[src/xmr_regs.svh]
// bit positions, codes and timing counts for extended register writes
`ifndef XMR_REGS_SVH
`define XMR_REGS_SVH

// ----------------------------------------------------------------------
// extended register one fields
// ----------------------------------------------------------------------
`define XMR_ONE_DLL_OFF_BIT 0
`define XMR_ONE_HALF_DRV_BIT 1
`define XMR_ONE_ODT_LO_BIT 2
`define XMR_ONE_PCD_LSB 3
`define XMR_ONE_ODT_HI_BIT 6
`define XMR_ONE_CAL_LSB 7
`define XMR_ONE_NDQS_OFF_BIT 10

// ----------------------------------------------------------------------
// extended register two fields and legal mask
// ----------------------------------------------------------------------
`define XMR_TWO_PARTIAL_ARRAY_SELF_REFRESH_LSB 0
`define XMR_TWO_DCC_BIT 3
`define XMR_TWO_HTSR_BIT 7
`define XMR_TWO_INIT_MASK 13'h0087

// ----------------------------------------------------------------------
// bank selects and calibration codes
// ----------------------------------------------------------------------
`define XMR_BANK_ONE 2'h1
`define XMR_BANK_TWO 2'h2
`define XMR_BANK_THREE 2'h3
`define XMR_CAL_EXIT 3'h0
`define XMR_CAL_DRIVE1 3'h1
`define XMR_CAL_DRIVE0 3'h2
`define XMR_CAL_ADJUST 3'h4
`define XMR_CAL_DEFAULT 3'h7

// ----------------------------------------------------------------------
// timing
// ----------------------------------------------------------------------
`define XMR_CLK_NS 10
`define XMR_MRD_CYC 2
`define XMR_DLL_LOCK_CYC 200

`endif

[src/xmr_pkg.sv]
// types shared by the extended register write controller
package xmr_pkg;
    typedef enum logic [2:0]
    {
        XMR_IDLE = 3'b000,
        XMR_ISSUE = 3'b001,
        XMR_RECOVER = 3'b010,
        XMR_EXIT = 3'b011,
        XMR_EXIT_RECOVER = 3'b100
    } xmr_state_type;

    typedef enum logic [1:0]
    {
        XMR_SEL_ONE = 2'b01,
        XMR_SEL_TWO = 2'b10,
        XMR_SEL_THREE = 2'b11
    } xmr_sel_type;
endpackage

[src/xmr_wait.sv]
// down counter that holds busy for a loaded number of cycles
module xmr_wait #(
    parameter int WIDTH = 8
) (
    input wire logic clk,
    input wire logic rst_n,
    input wire logic load,
    input wire logic [WIDTH-1:0] count,
    output logic busy
);
    logic [WIDTH-1:0] left_ff;

    // load a count and decrement to zero
    always_ff @(posedge clk or negedge rst_n)
    begin
        if (!rst_n)
            left_ff <= '0;
        else if (load)
            left_ff <= count;
        else if (left_ff != '0)
            left_ff <= left_ff - 1'b1;
    end

    assign busy = (left_ff != '0);
endmodule

[src/xmr_ctrl.sv]
// controller that issues extended register writes to a ddr2 device
`include "xmr_regs.svh"
module xmr_ctrl #(
    parameter int MRD_CYC = `XMR_MRD_CYC,
    parameter int LOCK_CYC = `XMR_DLL_LOCK_CYC
) (
    input wire logic clk,
    input wire logic rst_n,
    // user side
    input wire logic req_valid,
    input wire xmr_pkg::xmr_sel_type req_sel,
    input wire logic [12:0] req_data,
    input wire logic banks_precharged,
    input wire logic dll_reset_done,
    output logic req_ready,
    output logic wr_done,
    output logic cal_active,
    output logic read_allowed,
    output logic [12:0] shadow_one,
    output logic [12:0] shadow_two,
    output logic [2:0] written,
    // device pins
    output logic mem_cke,
    output logic mem_cs_n,
    output logic mem_ras_n,
    output logic mem_cas_n,
    output logic mem_we_n,
    output logic [1:0] mem_ba,
    output logic [12:0] mem_addr
);
    xmr_pkg::xmr_state_type state_ff, nxt_state;
    logic [12:0] word_ff;
    logic [1:0] bank_ff;
    logic cmd_ff;
    logic mrd_busy;
    logic lock_busy;
    logic dll_on_ff;
    logic needs_exit;
    logic [12:0] clean_data;
    logic [12:0] exit_word;

    // ------------------------------------------------------------------
    // request shaping
    // ------------------------------------------------------------------
    // force legal bits per register and handle calibration field
    always_comb
    begin
        clean_data = req_data;
        unique case (req_sel)
            xmr_pkg::XMR_SEL_TWO:
                clean_data = req_data & `XMR_TWO_INIT_MASK;
            xmr_pkg::XMR_SEL_THREE:
                clean_data = '0;
            default:
            begin
                // calibration only with full strength drive
                if (req_data[`XMR_ONE_HALF_DRV_BIT])
                    clean_data[`XMR_ONE_CAL_LSB+:3] = `XMR_CAL_EXIT;
                // adjust mode keeps the posted delay already programmed
                else if (req_data[`XMR_ONE_CAL_LSB+:3] == `XMR_CAL_ADJUST)
                    clean_data[`XMR_ONE_PCD_LSB+:3] =
                        shadow_one[`XMR_ONE_PCD_LSB+:3];
            end
        endcase
    end

    // a nonzero calibration code requires a trailing exit write
    assign needs_exit = (bank_ff == `XMR_BANK_ONE) &&
        (word_ff[`XMR_ONE_CAL_LSB+:3] != `XMR_CAL_EXIT);

    // exit word: held word with the calibration field forced to exit
    assign exit_word = {word_ff[12:`XMR_ONE_CAL_LSB+3], `XMR_CAL_EXIT,
                        word_ff[`XMR_ONE_CAL_LSB-1:0]};

    // ------------------------------------------------------------------
    // sequencer
    // ------------------------------------------------------------------
    // next state
    always_comb
    begin
        nxt_state = state_ff;
        unique case (state_ff)
            xmr_pkg::XMR_IDLE:
                if (req_valid && banks_precharged)
                    nxt_state = xmr_pkg::XMR_ISSUE;
            xmr_pkg::XMR_ISSUE:
                nxt_state = xmr_pkg::XMR_RECOVER;
            xmr_pkg::XMR_RECOVER:
                if (!mrd_busy)
                    nxt_state = needs_exit ? xmr_pkg::XMR_EXIT
                                           : xmr_pkg::XMR_IDLE;
            xmr_pkg::XMR_EXIT:
                nxt_state = xmr_pkg::XMR_EXIT_RECOVER;
            xmr_pkg::XMR_EXIT_RECOVER:
                if (!mrd_busy)
                    nxt_state = xmr_pkg::XMR_IDLE;
            default:
                nxt_state = xmr_pkg::XMR_IDLE;
        endcase
    end

    // state register
    always_ff @(posedge clk or negedge rst_n)
    begin
        if (!rst_n)
            state_ff <= xmr_pkg::XMR_IDLE;
        else
            state_ff <= nxt_state;
    end

    // capture the request word and bank
    always_ff @(posedge clk or negedge rst_n)
    begin
        if (!rst_n)
        begin
            word_ff <= '0;
            bank_ff <= `XMR_BANK_ONE;
        end
        else if (state_ff == xmr_pkg::XMR_IDLE && req_valid &&
                 banks_precharged)
        begin
            word_ff <= clean_data;
            bank_ff <= req_sel;
        end
        else if (state_ff == xmr_pkg::XMR_RECOVER && !mrd_busy)
            word_ff[`XMR_ONE_CAL_LSB+:3] <= `XMR_CAL_EXIT;
    end

    // ------------------------------------------------------------------
    // pins
    // ------------------------------------------------------------------
    // drive write command for one cycle, otherwise deselect with all control pins high
    always_ff @(posedge clk or negedge rst_n)
    begin
        if (!rst_n)
        begin
            cmd_ff <= 1'b0;
            mem_ba <= 2'h0;
            mem_addr <= 13'h0000;
        end
        else
        begin
            cmd_ff <= (nxt_state == xmr_pkg::XMR_ISSUE) ||
                      (nxt_state == xmr_pkg::XMR_EXIT);
            if (nxt_state == xmr_pkg::XMR_ISSUE)
            begin
                mem_ba <= req_sel;
                mem_addr <= clean_data;
            end
            else if (nxt_state == xmr_pkg::XMR_EXIT)
            begin
                mem_ba <= bank_ff;
                mem_addr <= exit_word;
            end
        end
    end

    assign mem_cke = 1'b1;
    assign mem_cs_n = !cmd_ff;
    assign mem_ras_n = !cmd_ff;
    assign mem_cas_n = !cmd_ff;
    assign mem_we_n = !cmd_ff;

    // ------------------------------------------------------------------
    // timers
    // ------------------------------------------------------------------
    xmr_wait #(.WIDTH(8)) u_mrd (
        .clk(clk),
        .rst_n(rst_n),
        .load(cmd_ff),
        .count(8'(MRD_CYC)),
        .busy(mrd_busy)
    );

    xmr_wait #(.WIDTH(9)) u_lock (
        .clk(clk),
        .rst_n(rst_n),
        .load(dll_reset_done && dll_on_ff),
        .count(9'(LOCK_CYC)),
        .busy(lock_busy)
    );

    // track loop enable, shadow values and which registers were written
    always_ff @(posedge clk or negedge rst_n)
    begin
        if (!rst_n)
        begin
            dll_on_ff <= 1'b0;
            shadow_one <= 13'h0000;
            shadow_two <= 13'h0000;
            written <= 3'h0;
        end
        else if (cmd_ff)
        begin
            if (mem_ba == `XMR_BANK_ONE)
            begin
                dll_on_ff <= !mem_addr[`XMR_ONE_DLL_OFF_BIT];
                shadow_one <= mem_addr;
                written[0] <= 1'b1;
            end
            if (mem_ba == `XMR_BANK_TWO)
            begin
                shadow_two <= mem_addr;
                written[1] <= 1'b1;
            end
            if (mem_ba == `XMR_BANK_THREE)
                written[2] <= 1'b1;
        end
    end

    // ------------------------------------------------------------------
    // status
    // ------------------------------------------------------------------
    assign req_ready = (state_ff == xmr_pkg::XMR_IDLE) && banks_precharged;
    assign wr_done = ((state_ff == xmr_pkg::XMR_RECOVER) && !mrd_busy &&
                      !needs_exit) ||
                     ((state_ff == xmr_pkg::XMR_EXIT_RECOVER) && !mrd_busy);
    assign cal_active = (state_ff != xmr_pkg::XMR_IDLE) && needs_exit;
    assign read_allowed = dll_on_ff && !lock_busy;
endmodule

[config.mk]
export PLATFORM = sky130hd
export DESIGN_NAME = xmr_ctrl
export DESIGN_NICKNAME = d
export VERILOG_FILES = /design/src/xmr_pkg.sv /design/src/xmr_wait.sv /design/src/xmr_ctrl.sv
export VERILOG_INCLUDE_DIRS = /design/src
export SDC_FILE = /design/constraint.sdc
export NUM_CORES = 1
export LEC_CHECK = 0
export BUFFER_PORTS_ARGS = -buffer_cell sky130_fd_sc_hd__buf_4
export CAP_MARGIN = 25
export CORE_AREA = 5 5 97 99
export DETAILED_ROUTE_END_ITERATION = 7
export DIE_AREA = 0 0 102 104
export HOLD_SLACK_MARGIN = 0.06
export PLACE_DENSITY = 0.74
export SLEW_MARGIN = 10
export SYNTH_ARGS = -nofsm -noshare
export SYNTH_HDL_FRONTEND = slang
export SYNTH_SLANG_ARGS = --single-unit
[constraint.sdc]
create_clock -name clk -period 2 [get_ports clk]
set_clock_uncertainty 0.2 [all_clocks]
set_input_delay 0.1 -clock clk [delete_from_list [all_inputs] [get_ports clk]]
set_output_delay 0.1 -clock clk [all_outputs]
set_load 0.02 [all_outputs]
# After elaboration in Yosys (flattened, before gate mapping)
# Index checks and enable logic that the tools add are counted.
[op_classes]
add_sub_neg = 2
mux = 23
reduce_logical = 31
eq_ne = 13
[op_table]
columns = ["cell", "n"]
rows = [
  ["2-to-1 mux 3 bit", 11],
  ["2-to-1 mux 13 bit", 2],
  ["2-to-1 mux 9 bit", 2],
  ["2-to-1 mux 8 bit", 2],
  ["one-hot mux 3 bit (5 select lines)", 1],
  ["logical AND 1 bit", 11],
  ["equality test 3 x 2 -> 1 bit, second input constant", 3],
  ["nonzero test 9 bit", 1],
  ["subtractor 9 x 1 -> 9 bit, second input constant", 1],
  ["equality test 2 bit, second input constant", 4],
  ["nonzero test 2 bit", 4],
  ["nonzero test 8 bit", 1],
  ["subtractor 8 x 1 -> 8 bit, second input constant", 1],
  ["equality test 3 x 1 -> 1 bit, second input constant", 2],
  ["equality test 3 bit, second input constant", 2],
  ["2-to-1 mux 2 bit", 3],
  ["one-hot mux 3 bit (2 select lines)", 1],
  ["AND reduction 2 bit", 3],
  ["nonzero test 3 bit", 2],
  ["zero test 1 bit", 5],
  ["equality test 2 x 1 -> 1 bit, second input constant", 2],
  ["zero test 3 bit", 1],
  ["logical OR 1 bit", 2],
  ["OR reduction 2 bit", 1],
  ["2-to-1 mux 1 bit", 1],
]
[totals]
output_inout_bits = 53
ff_bits = 81

# Logic depth before layout (Yosys ltp)
# Gate-level depths: netlist (run 1).
[depth]
depth_word = 8
depth_mapped = 9
depth_no_buf = 7

# By module
# Synthesis (run 1) repeated with hierarchy kept, for this count alone.
[unflattened]
cells_unflattened = 381
hier_area_um2 = 4013.8
[modules_own_cells]
columns = ["mod", "instances", "cells_each", "area_each_um2"]
rows = [
  ["xmr_ctrl", 1, 266, 2957.8],
  ["xmr_wait (u_lock)", 1, 60, 565.5],
  ["xmr_wait (u_mrd)", 1, 55, 490.5],
]

# Worst setup path after synthesis (run 1)
# OpenSTA, ideal clock, no wires.
[synth_timing]
path_type = "reg-to-reg"
startpoint = "register u_mrd.left_ff[0]"
endpoint = "register state_ff[1]"
stages_incl_launch_ff = 8
path_buffers = 2
slack_ps = -204
period_less_slack_ps = 2204
arrival_ps = 1883
t_required_ps = 1679
setup_ps = 121
cell_sequence = "dfrtp_1 > inv_1 > ha_1 > or3b_2 > clkbuf_1 > a211o_1 > buf_6 > a22o_1"
[synth_via]
elab_chain_cells = 3
word_cells_on_any_way = 4
classes_between = "mux (3); reduce/logical (1)"
[synth_lines]
columns = ["item", "line", "rtl"]
rows = [
  ["from (decl)", "xmr_wait.sv:11", "logic [WIDTH-1:0] left_ff;"],
  ["from (signal assigned)", "xmr_wait.sv:19", "left_ff <= count;"],
  ["from (signal assigned)", "xmr_wait.sv:21", "left_ff <= left_ff - 1'b1;"],
  ["nonzero test 8 bit (*)", "xmr_wait.sv:24", "assign busy = (left_ff != '0);"],
  ["2-to-1 mux 3 bit (on tied branches)", "xmr_ctrl.sv:95, xmr_ctrl.sv:89", ""],
  ["one-hot mux 3 bit (5 select lines) (*)", "xmr_ctrl.sv:82", "unique case (state_ff)"],
  ["net nxt_state[1]", "xmr_ctrl.sv:31", "xmr_pkg::xmr_state_type state_ff, nxt_state;"],
  ["to (signal assigned)", "xmr_ctrl.sv:106", "state_ff <= xmr_pkg::XMR_IDLE;"],
  ["to (signal assigned)", "xmr_ctrl.sv:108", "state_ff <= nxt_state;"],
  ["to (decl)", "xmr_ctrl.sv:31", ""],
]
# The timed path passes the listed nets; every way through them passes the cells marked *.
# A chain may end at the register's enable or synchronous reset.

# Worst setup path in the final report (run 1)
[layout_timing]
startpoint = "register u_mrd.left_ff[0]"
endpoint = "register mem_addr[9]"
[layout_via]
elab_chain_cells = 5
word_cells_on_any_way = 8
classes_between = "eq/ne (2); mux (4); reduce/logical (2)"
[layout_lines]
columns = ["item", "line", "rtl"]
rows = [
  ["nonzero test 8 bit (*)", "xmr_wait.sv:24", ""],
  ["2-to-1 mux 3 bit (on tied branches)", "xmr_ctrl.sv:95, xmr_ctrl.sv:89", ""],
  ["one-hot mux 3 bit (5 select lines) (*)", "xmr_ctrl.sv:82", ""],
  ["equality test 3 x 1 -> 1 bit or equality test 3 x 2 -> 1 bit (tied branches)", "xmr_ctrl.sv:145, xmr_ctrl.sv:150", ""],
  ["2-to-1 mux 13 bit or nonzero test 2 bit (tied branches)", "n/a", ""],
  ["to (signal assigned)", "xmr_ctrl.sv:148", "mem_addr <= clean_data;"],
  ["to (signal assigned)", "xmr_ctrl.sv:153", "mem_addr <= exit_word;"],
  ["to (decl)", "xmr_ctrl.sv:29", "output logic [12:0] mem_addr"],
]
# Mark *: on every way between the ends. The rest lies on a longest branch, timed or not.

==> flow_metrics.tcl, run 1 <==
set metrics [dict create \
    status "complete, but fails checks" \
    violations "setup timing" \
    setup_violations 18 \
    cts.htree.levels 3 \
    rsz0062_at_grt "yes" \
    fmax_mhz 469.7 \
    die_w_um 102 \
    synth.lib_cells_used.distinct 59 \
    synthCells 380 \
    final_hold_viol_count 0 \
    yosys.area_share.simple 0.1622 \
    layout.nets 533 \
    synth.mux.area_fraction 0.08248 \
    syn_area_per_cell_um2 10.66 \
    synth_edf_count 0 \
    clock_path_buffers 2 \
    ys_warn_count 0 \
    critical_path_class "register to register" \
    crit_chain "inv_2 > ha_4 > or3b_4 > nor3_4 > a21oi_4 > buf_6 > a32o_1" \
    synth_seq_cells 81 \
    die_h_um 104 \
    synth.area.top_cells "dfrtp_1 (49%), mux2_2 (7.5%), a41oi_2 (4.0%), nand2_1 (3.2%), nand3_1 (3.1%)" \
    worst_pin_slew_ns 0.5936 \
    cp.arrival_ns 2.17 \
    core_area_um2 8466 \
    rows 34 \
    cellLeakagePower_uw 0.002474 \
    setup_tns_ns -1.545 \
    synthAdderAreaFrac 0.006179 \
    cts_buffers 9 \
    grt_pass1_wl_mm 18.50 \
    drt_pass1_iterations 5 \
    synth_compound_area_frac 0.1789 \
    synth.cell_area_um2 4050 \
    clk_latency_ns 0.36 \
    power_uw 8802 \
    grt_start_max_net_pins 55 \
    synth_top_family_by_area "compound AO/OA/AOI/OAI gates" \
    final_cells 624 \
    min_period_over_period 1.064 \
    regArea_um2 2028 \
    overflow 0 \
    dr.first_iter.drc_count 187 \
    drive_gt1_frac 0.4225 \
    ioPinCount 73 \
    slew_viol_final 0 \
    wl_per_cell_um 17.69 \
    drc_errors 0 \
    ant_nets 0 \
    synthArstFlopShare 1.000 \
    cp_slowest_stage_delay_ns 0.43 \
    fillCellCount 625 \
    syn2layout_area_growth_pct 38.49 \
    placedCellCount 574 \
    start_kind "register" \
    vdd_drop_max_mv 0.9911 \
    dpl.hpwl_mm 7.510 \
    post-synth-top-count-cell "dfrtp_1" \
    viasPerCell 5.704 \
    hold_class "input port to asynchronous set/reset pin" \
    grt_pass1_vias 3750 \
    portBuffers 71 \
    yosys-top-cells-count "dfrtp_1 (80), nand2_1 (34), mux2_2 (27), nor2_1 (27), nand3_1 (25)" \
    tritoncts "done" \
    synth.largest_area_cell "dfrtp_1" \
    worst_slack_ns -0.1289 \
    multi_input_area_um2 1969 \
    reg2reg_slack_ns -0.13 \
    vias 3559 \
    diodes 0 \
    synth_ff_type "dfrtp_1" \
    relSlewSlack 0.6012 \
    drv_cap 0 \
    layout_min_cycle_time_ns 2.129 \
    path_clk_slew_ns 0.09 \
    die_area_um2 10610 \
    synth_nets 402 \
    cts_num_sinks 81 \
    critical_path.endpoint_type "register" \
    gp_congestion 0.8572 \
    antenna_found_initial 0 \
    cp.required_ns 2.05 \
    grtUsageTotal 0.2177 \
    power_density_nw_per_um2 1569 \
    start_util 0.4784 \
    ys_seq_area_frac 0.5008 \
    synth_xor_area_frac 0.01297 \
    cpMaxStageDelayCell "or3b_4" \
    synth_top_area_share 0.4943 \
    cts_root_buffer "clkbuf_8" \
    path_max_fanout 5 \
    wirelength_mm 11.04 \
]
## state kept, by name, indices dropped and copies added, names as in the netlist
register	cells
mem_ba	2
mem_addr	13
written	3
u_lock.left_ff	9
shadow_two	13
dll_on_ff	1
bank_ff	2
state_ff	3
word_ff	13
u_mrd.left_ff	8
shadow_one	13
cmd_ff	1
## cell usage in the layout (no fill, tap or decap), types with 3 or more instances in the layout
cell type	synthesis	layout
a211oi_1	12	8
a211oi_4	1	3
a21bo_2	3	3
a21oi_1	13	12
a32o_1	5	5
a41oi_2	10	11
and3_1	3	3
buf_12	1	4
buf_4	4	118
buf_6	4	5
clkbuf_8	0	9
clkinv_4	1	4
dfrtp_1	80	80
dlygate4sd3_1	0	19
inv_1	12	11
mux2_2	27	27
mux2i_1	3	3
nand2_1	34	34
nand2b_1	8	8
nand3_1	25	22
nand3b_1	3	3
nand4_1	3	3
nor2_1	27	25
nor2b_1	5	4
nor3_1	4	3
o211ai_1	5	5
o21ai_0	17	17
o22ai_1	7	7
xnor2_1	3	3
xor2_1	3	3
## area by class of cell
type / count / area share
clock inverter: 7 / 0.01383
timing repair buffer: 146 / 0.2161
multi-input combinational: 259 / 0.3511
inverter: 13 / 0.009592
clock buffer: 9 / 0.02208
tap: 108 / 0.02409
timing repair inverter: 1 / 0.001561
sequential: 81 / 0.3616
## worst paths after layout
check	from	end	cells after the start
setup / recovery	u_mrd.left_ff[0]	mem_addr[9]	7
hold / removal	rst_n	shadow_two[1]	3
setup reg to reg	u_mrd.left_ff[0]	mem_addr[9]	7
hold reg to reg	written[2]	written[2]	1
max in group asynchronous	rst_n	bank_ff[0]	3
min in group clk	written[2]	written[2]	1
## repair_timing
item	in CTS	in global routing
resized for setup	21	16
cloned	3	0
buffers inserted	7	6
pin swaps	8	8
hold endpoints to repair	115	0
hold buffers	20	0
endpoints found under the setup margin	19	30
## kinds of logic (layout without fill, tap and decap cells)
| logic type | count (synthesis) | after routing |
|---|---|---|
| compound gates | 89 | 90 |
| xor+xnor | 6 | 6 |
| fa+ha+maj | 2 | 2 |
| buf+inv | 41 | 176 |
| flops | 81 | 81 |
| mux | 30 | 30 |
| other cells | 1 | 1 |
| simple gates | 130 | 130 |
## metal layers
| metal | up-vias | GRT usage | wire, µm |
|---|---|---|---|
| li1 | 1634 | - | - |
| met4 | 0 | 0.08810 | 234 |
| met2 | 154 | 0.3468 | 5463 |
| met1 | 1742 | 0.2873 | 4561 |
| met5 | - | 0 | 0 |
| met3 | 29 | 0.04494 | 781 |
## per-stage QoR
stage | hold slack [ns] | worst slack (ns) | util | instance area (µm²)
final | 0.05602 | -0.1289 | 0.6626 | 5609
after global routing | 0.06689 | -0.1652 | 0.6626 | 5609
after CTS | 0.06614 | -0.1789 | 0.6494 | 5498
after detailed placement | -0.1553 | -0.09711 | 0.5814 | 4922
after global placement | -0.1625 | -0.05663 | 0.5814 | 4922
after floorplan | -0.3956 | -0.06810 | - | 4075
## worst max-delay path: cells and delay by family, from the launching register on
family                     cells  cell delay (ns)
adders and majority gates      1             0.13
AOI/OAI and AO/OA              2             0.36
and+or+nand+nor                2             0.70
buffers and inverters          2             0.23
DFF                            1             0.41
## power breakdown
group	total [µW]	switching [µW]	internal, µW
sequential	3010	631	2380
clock	1220	631	587
combinational	4570	2390	2180
total	8800	3650	5150
(Power assumes the default switching activity.)
==> inputs of run 2 (changes only) <==
--- a/config.mk
+++ b/config.mk
@@ -12,6 +12,7 @@
 export DETAILED_ROUTE_END_ITERATION = 7
 export DIE_AREA = 0 0 102 104
 export HOLD_SLACK_MARGIN = 0.06
+export MAX_ROUTING_LAYER = met4
 export PLACE_DENSITY = 0.74
 export SLEW_MARGIN = 10
 export SYNTH_ARGS = -nofsm -noshare
==> run 2 against run 1 <==
Net effect:
- the run still ends with setup timing left
- hold slack better by 0.0022 ns
- maximum frequency rose by 0.24%
- sequential power is essentially flat
- sequential share of layout area did not move
- combinational power hardly changed
- critical path depth is the same
- critical endpoint unchanged
- total power about the same
- clock power hardly changed
- via count rose by 0.84%
- largest cell class unchanged
- worst setup slack better by 0.0051 ns
==> flow_metrics.tcl, run 2 (synthesis gave the netlist of run 1 again) <==
set metrics [dict create \
    gp_congestion 0.8709 \
    syn2layout_area_growth_pct 38.49 \
    clk_latency_ns 0.35 \
    start_util 0.4784 \
    ant_nets 0 \
    core_area_um2 8466 \
    intPower_uw 5152 \
    drive_gt1_frac 0.4225 \
    status "complete, but fails checks" \
    min_period_over_period 1.062 \
    cp.required_ns 2.05 \
    seq_power_share 0.342 \
    dr.first_iter.drc_count 220 \
    wl_per_cell_um 17.72 \
    viasPerCell 5.752 \
    drv_cap 0 \
    cts_root_buffer "clkbuf_8" \
    clock_path_buffers 2 \
    diodes 0 \
    p_sw_frac 0.4144 \
    final_util 0.6626 \
    slew_viol_final 0 \
    tritoncts "done" \
    die_area_um2 10610 \
    grtUsageTotal 0.2238 \
    power_uw 8798 \
    worst_pin_slew_ns 0.6045 \
    worst_slack_ns -0.1237 \
    ioPinCount 73 \
    final_hold_viol_count 0 \
    reg2reg_depth 7 \
    dpl.hpwl_mm 7.510 \
    final_cell_mix "buf_4 (118), dfrtp_1 (80), nand2_1 (34)" \
    grt_pass1_wl_mm 18.51 \
    cp.arrival_ns 2.17 \
    relSlewSlack 0.5939 \
    layout.nets 533 \
    critical_path.endpoint_type "register" \
    hold_ws_ns 0.05822 \
    fmax_mhz 470.9 \
    vias 3589 \
    vdd_drop_max_mv 0.9917 \
    grt_start_max_net_pins 55 \
    drt_pass1_iterations 5 \
    die_h_um 104 \
    power_density_nw_per_um2 1569 \
    setup_tns_ns -1.528 \
    wirelength_mm 11.06 \
    cts_buffers 9 \
    portBuffers 71 \
    final_common_cell "buf_4" \
    antenna_found_initial 0 \
    critical_path_class "register to register" \
    path_max_fanout 5 \
    setup_violations 18 \
    rows 34 \
    violations "setup timing" \
    cellLeakagePower_uw 0.002474 \
    start_kind "register" \
    die_w_um 102 \
    pwr-share-clk 0.139 \
    place_ws_ns -0.09711 \
    fillCellCount 625 \
    overflow 0 \
    hold_class "input port to asynchronous set/reset pin" \
    grt_pass1_vias 3754 \
    pwr-share-comb 0.519 \
    cts.htree.levels 3 \
    cts_num_sinks 81 \
    path_clk_slew_ns 0.09 \
    rsz0062_at_grt "yes" \
    drc_errors 0 \
    switching_power_uw 3646 \
    layout_min_cycle_time_ns 2.124 \
]
## run 2: final timing paths
path / start / to / slack (ns)
setup / recovery: u_mrd.left_ff[0] / mem_addr[9] / -0.12
hold / removal: rst_n / shadow_two[1] / 0.06
setup reg to reg: u_mrd.left_ff[0] / mem_addr[9] / -0.12
hold reg to reg: written[2] / written[2] / 0.28
max in group asynchronous: rst_n / bank_ff[0] / 1.20
min in group clk: written[2] / written[2] / 0.28
## run 2: worst max-delay path: stages (launching register included)
cell and delay [ns]:
dfrtp_1 0.41, inv_2 0.09, ha_4 0.13, or3b_4 0.43
nor3_4 0.26, a21oi_4 0.15, buf_6 0.14, a32o_1 0.20
## run 2: power by group through the flow
stage	combinational (µW)	sequential [µW]	clock (µW)
after floorplan	1970	3390	0
after global placement	3980	2950	0
after detailed placement	4100	2990	0
after CTS	4420	2990	1240
after global routing	4940	3120	1320
final	4570	3010	1220
## run 2: per-stage QoR
stage | instance area, µm² | instances
after floorplan | 4075 | 380
after global placement | 4922 | 574
after detailed placement | 4922 | 574
after CTS | 5498 | 619
after global routing | 5609 | 624
final | 5609 | 624
## run 2: metal layers
metal / share of wire / global-route usage / routed length, µm / vias to the layer above
met4: 0.025 / 0.08810 / 277 / 0
met5: 0 / - / 0 / -
li1: - / - / - / 1632
met1: 0.41 / 0.2894 / 4493 / 1760
met2: 0.50 / 0.3477 / 5474 / 164
met3: 0.074 / 0.04024 / 813 / 33
## run 2: what timing repair did
action,4_1_cts,5_1_grt
pin swaps,8,8
gates resized for setup,21,16
setup endpoints to repair,19,30
setup buffers,7,6
cloned,3,0
hold buffers,20,0
hold endpoints to repair,115,0
## run 2: layout make-up
cell class	instances	area, µm²	area share
sequential	81	2028	0.3616
multi-input combinational	259	1969	0.3511
timing repair buffer	146	1212	0.2161
tap	108	135.1	0.02409
clock buffer	9	123.9	0.02208
clock inverter	7	77.57	0.01383
inverter	13	53.80	0.009592
timing repair inverter	1	8.758	0.001561
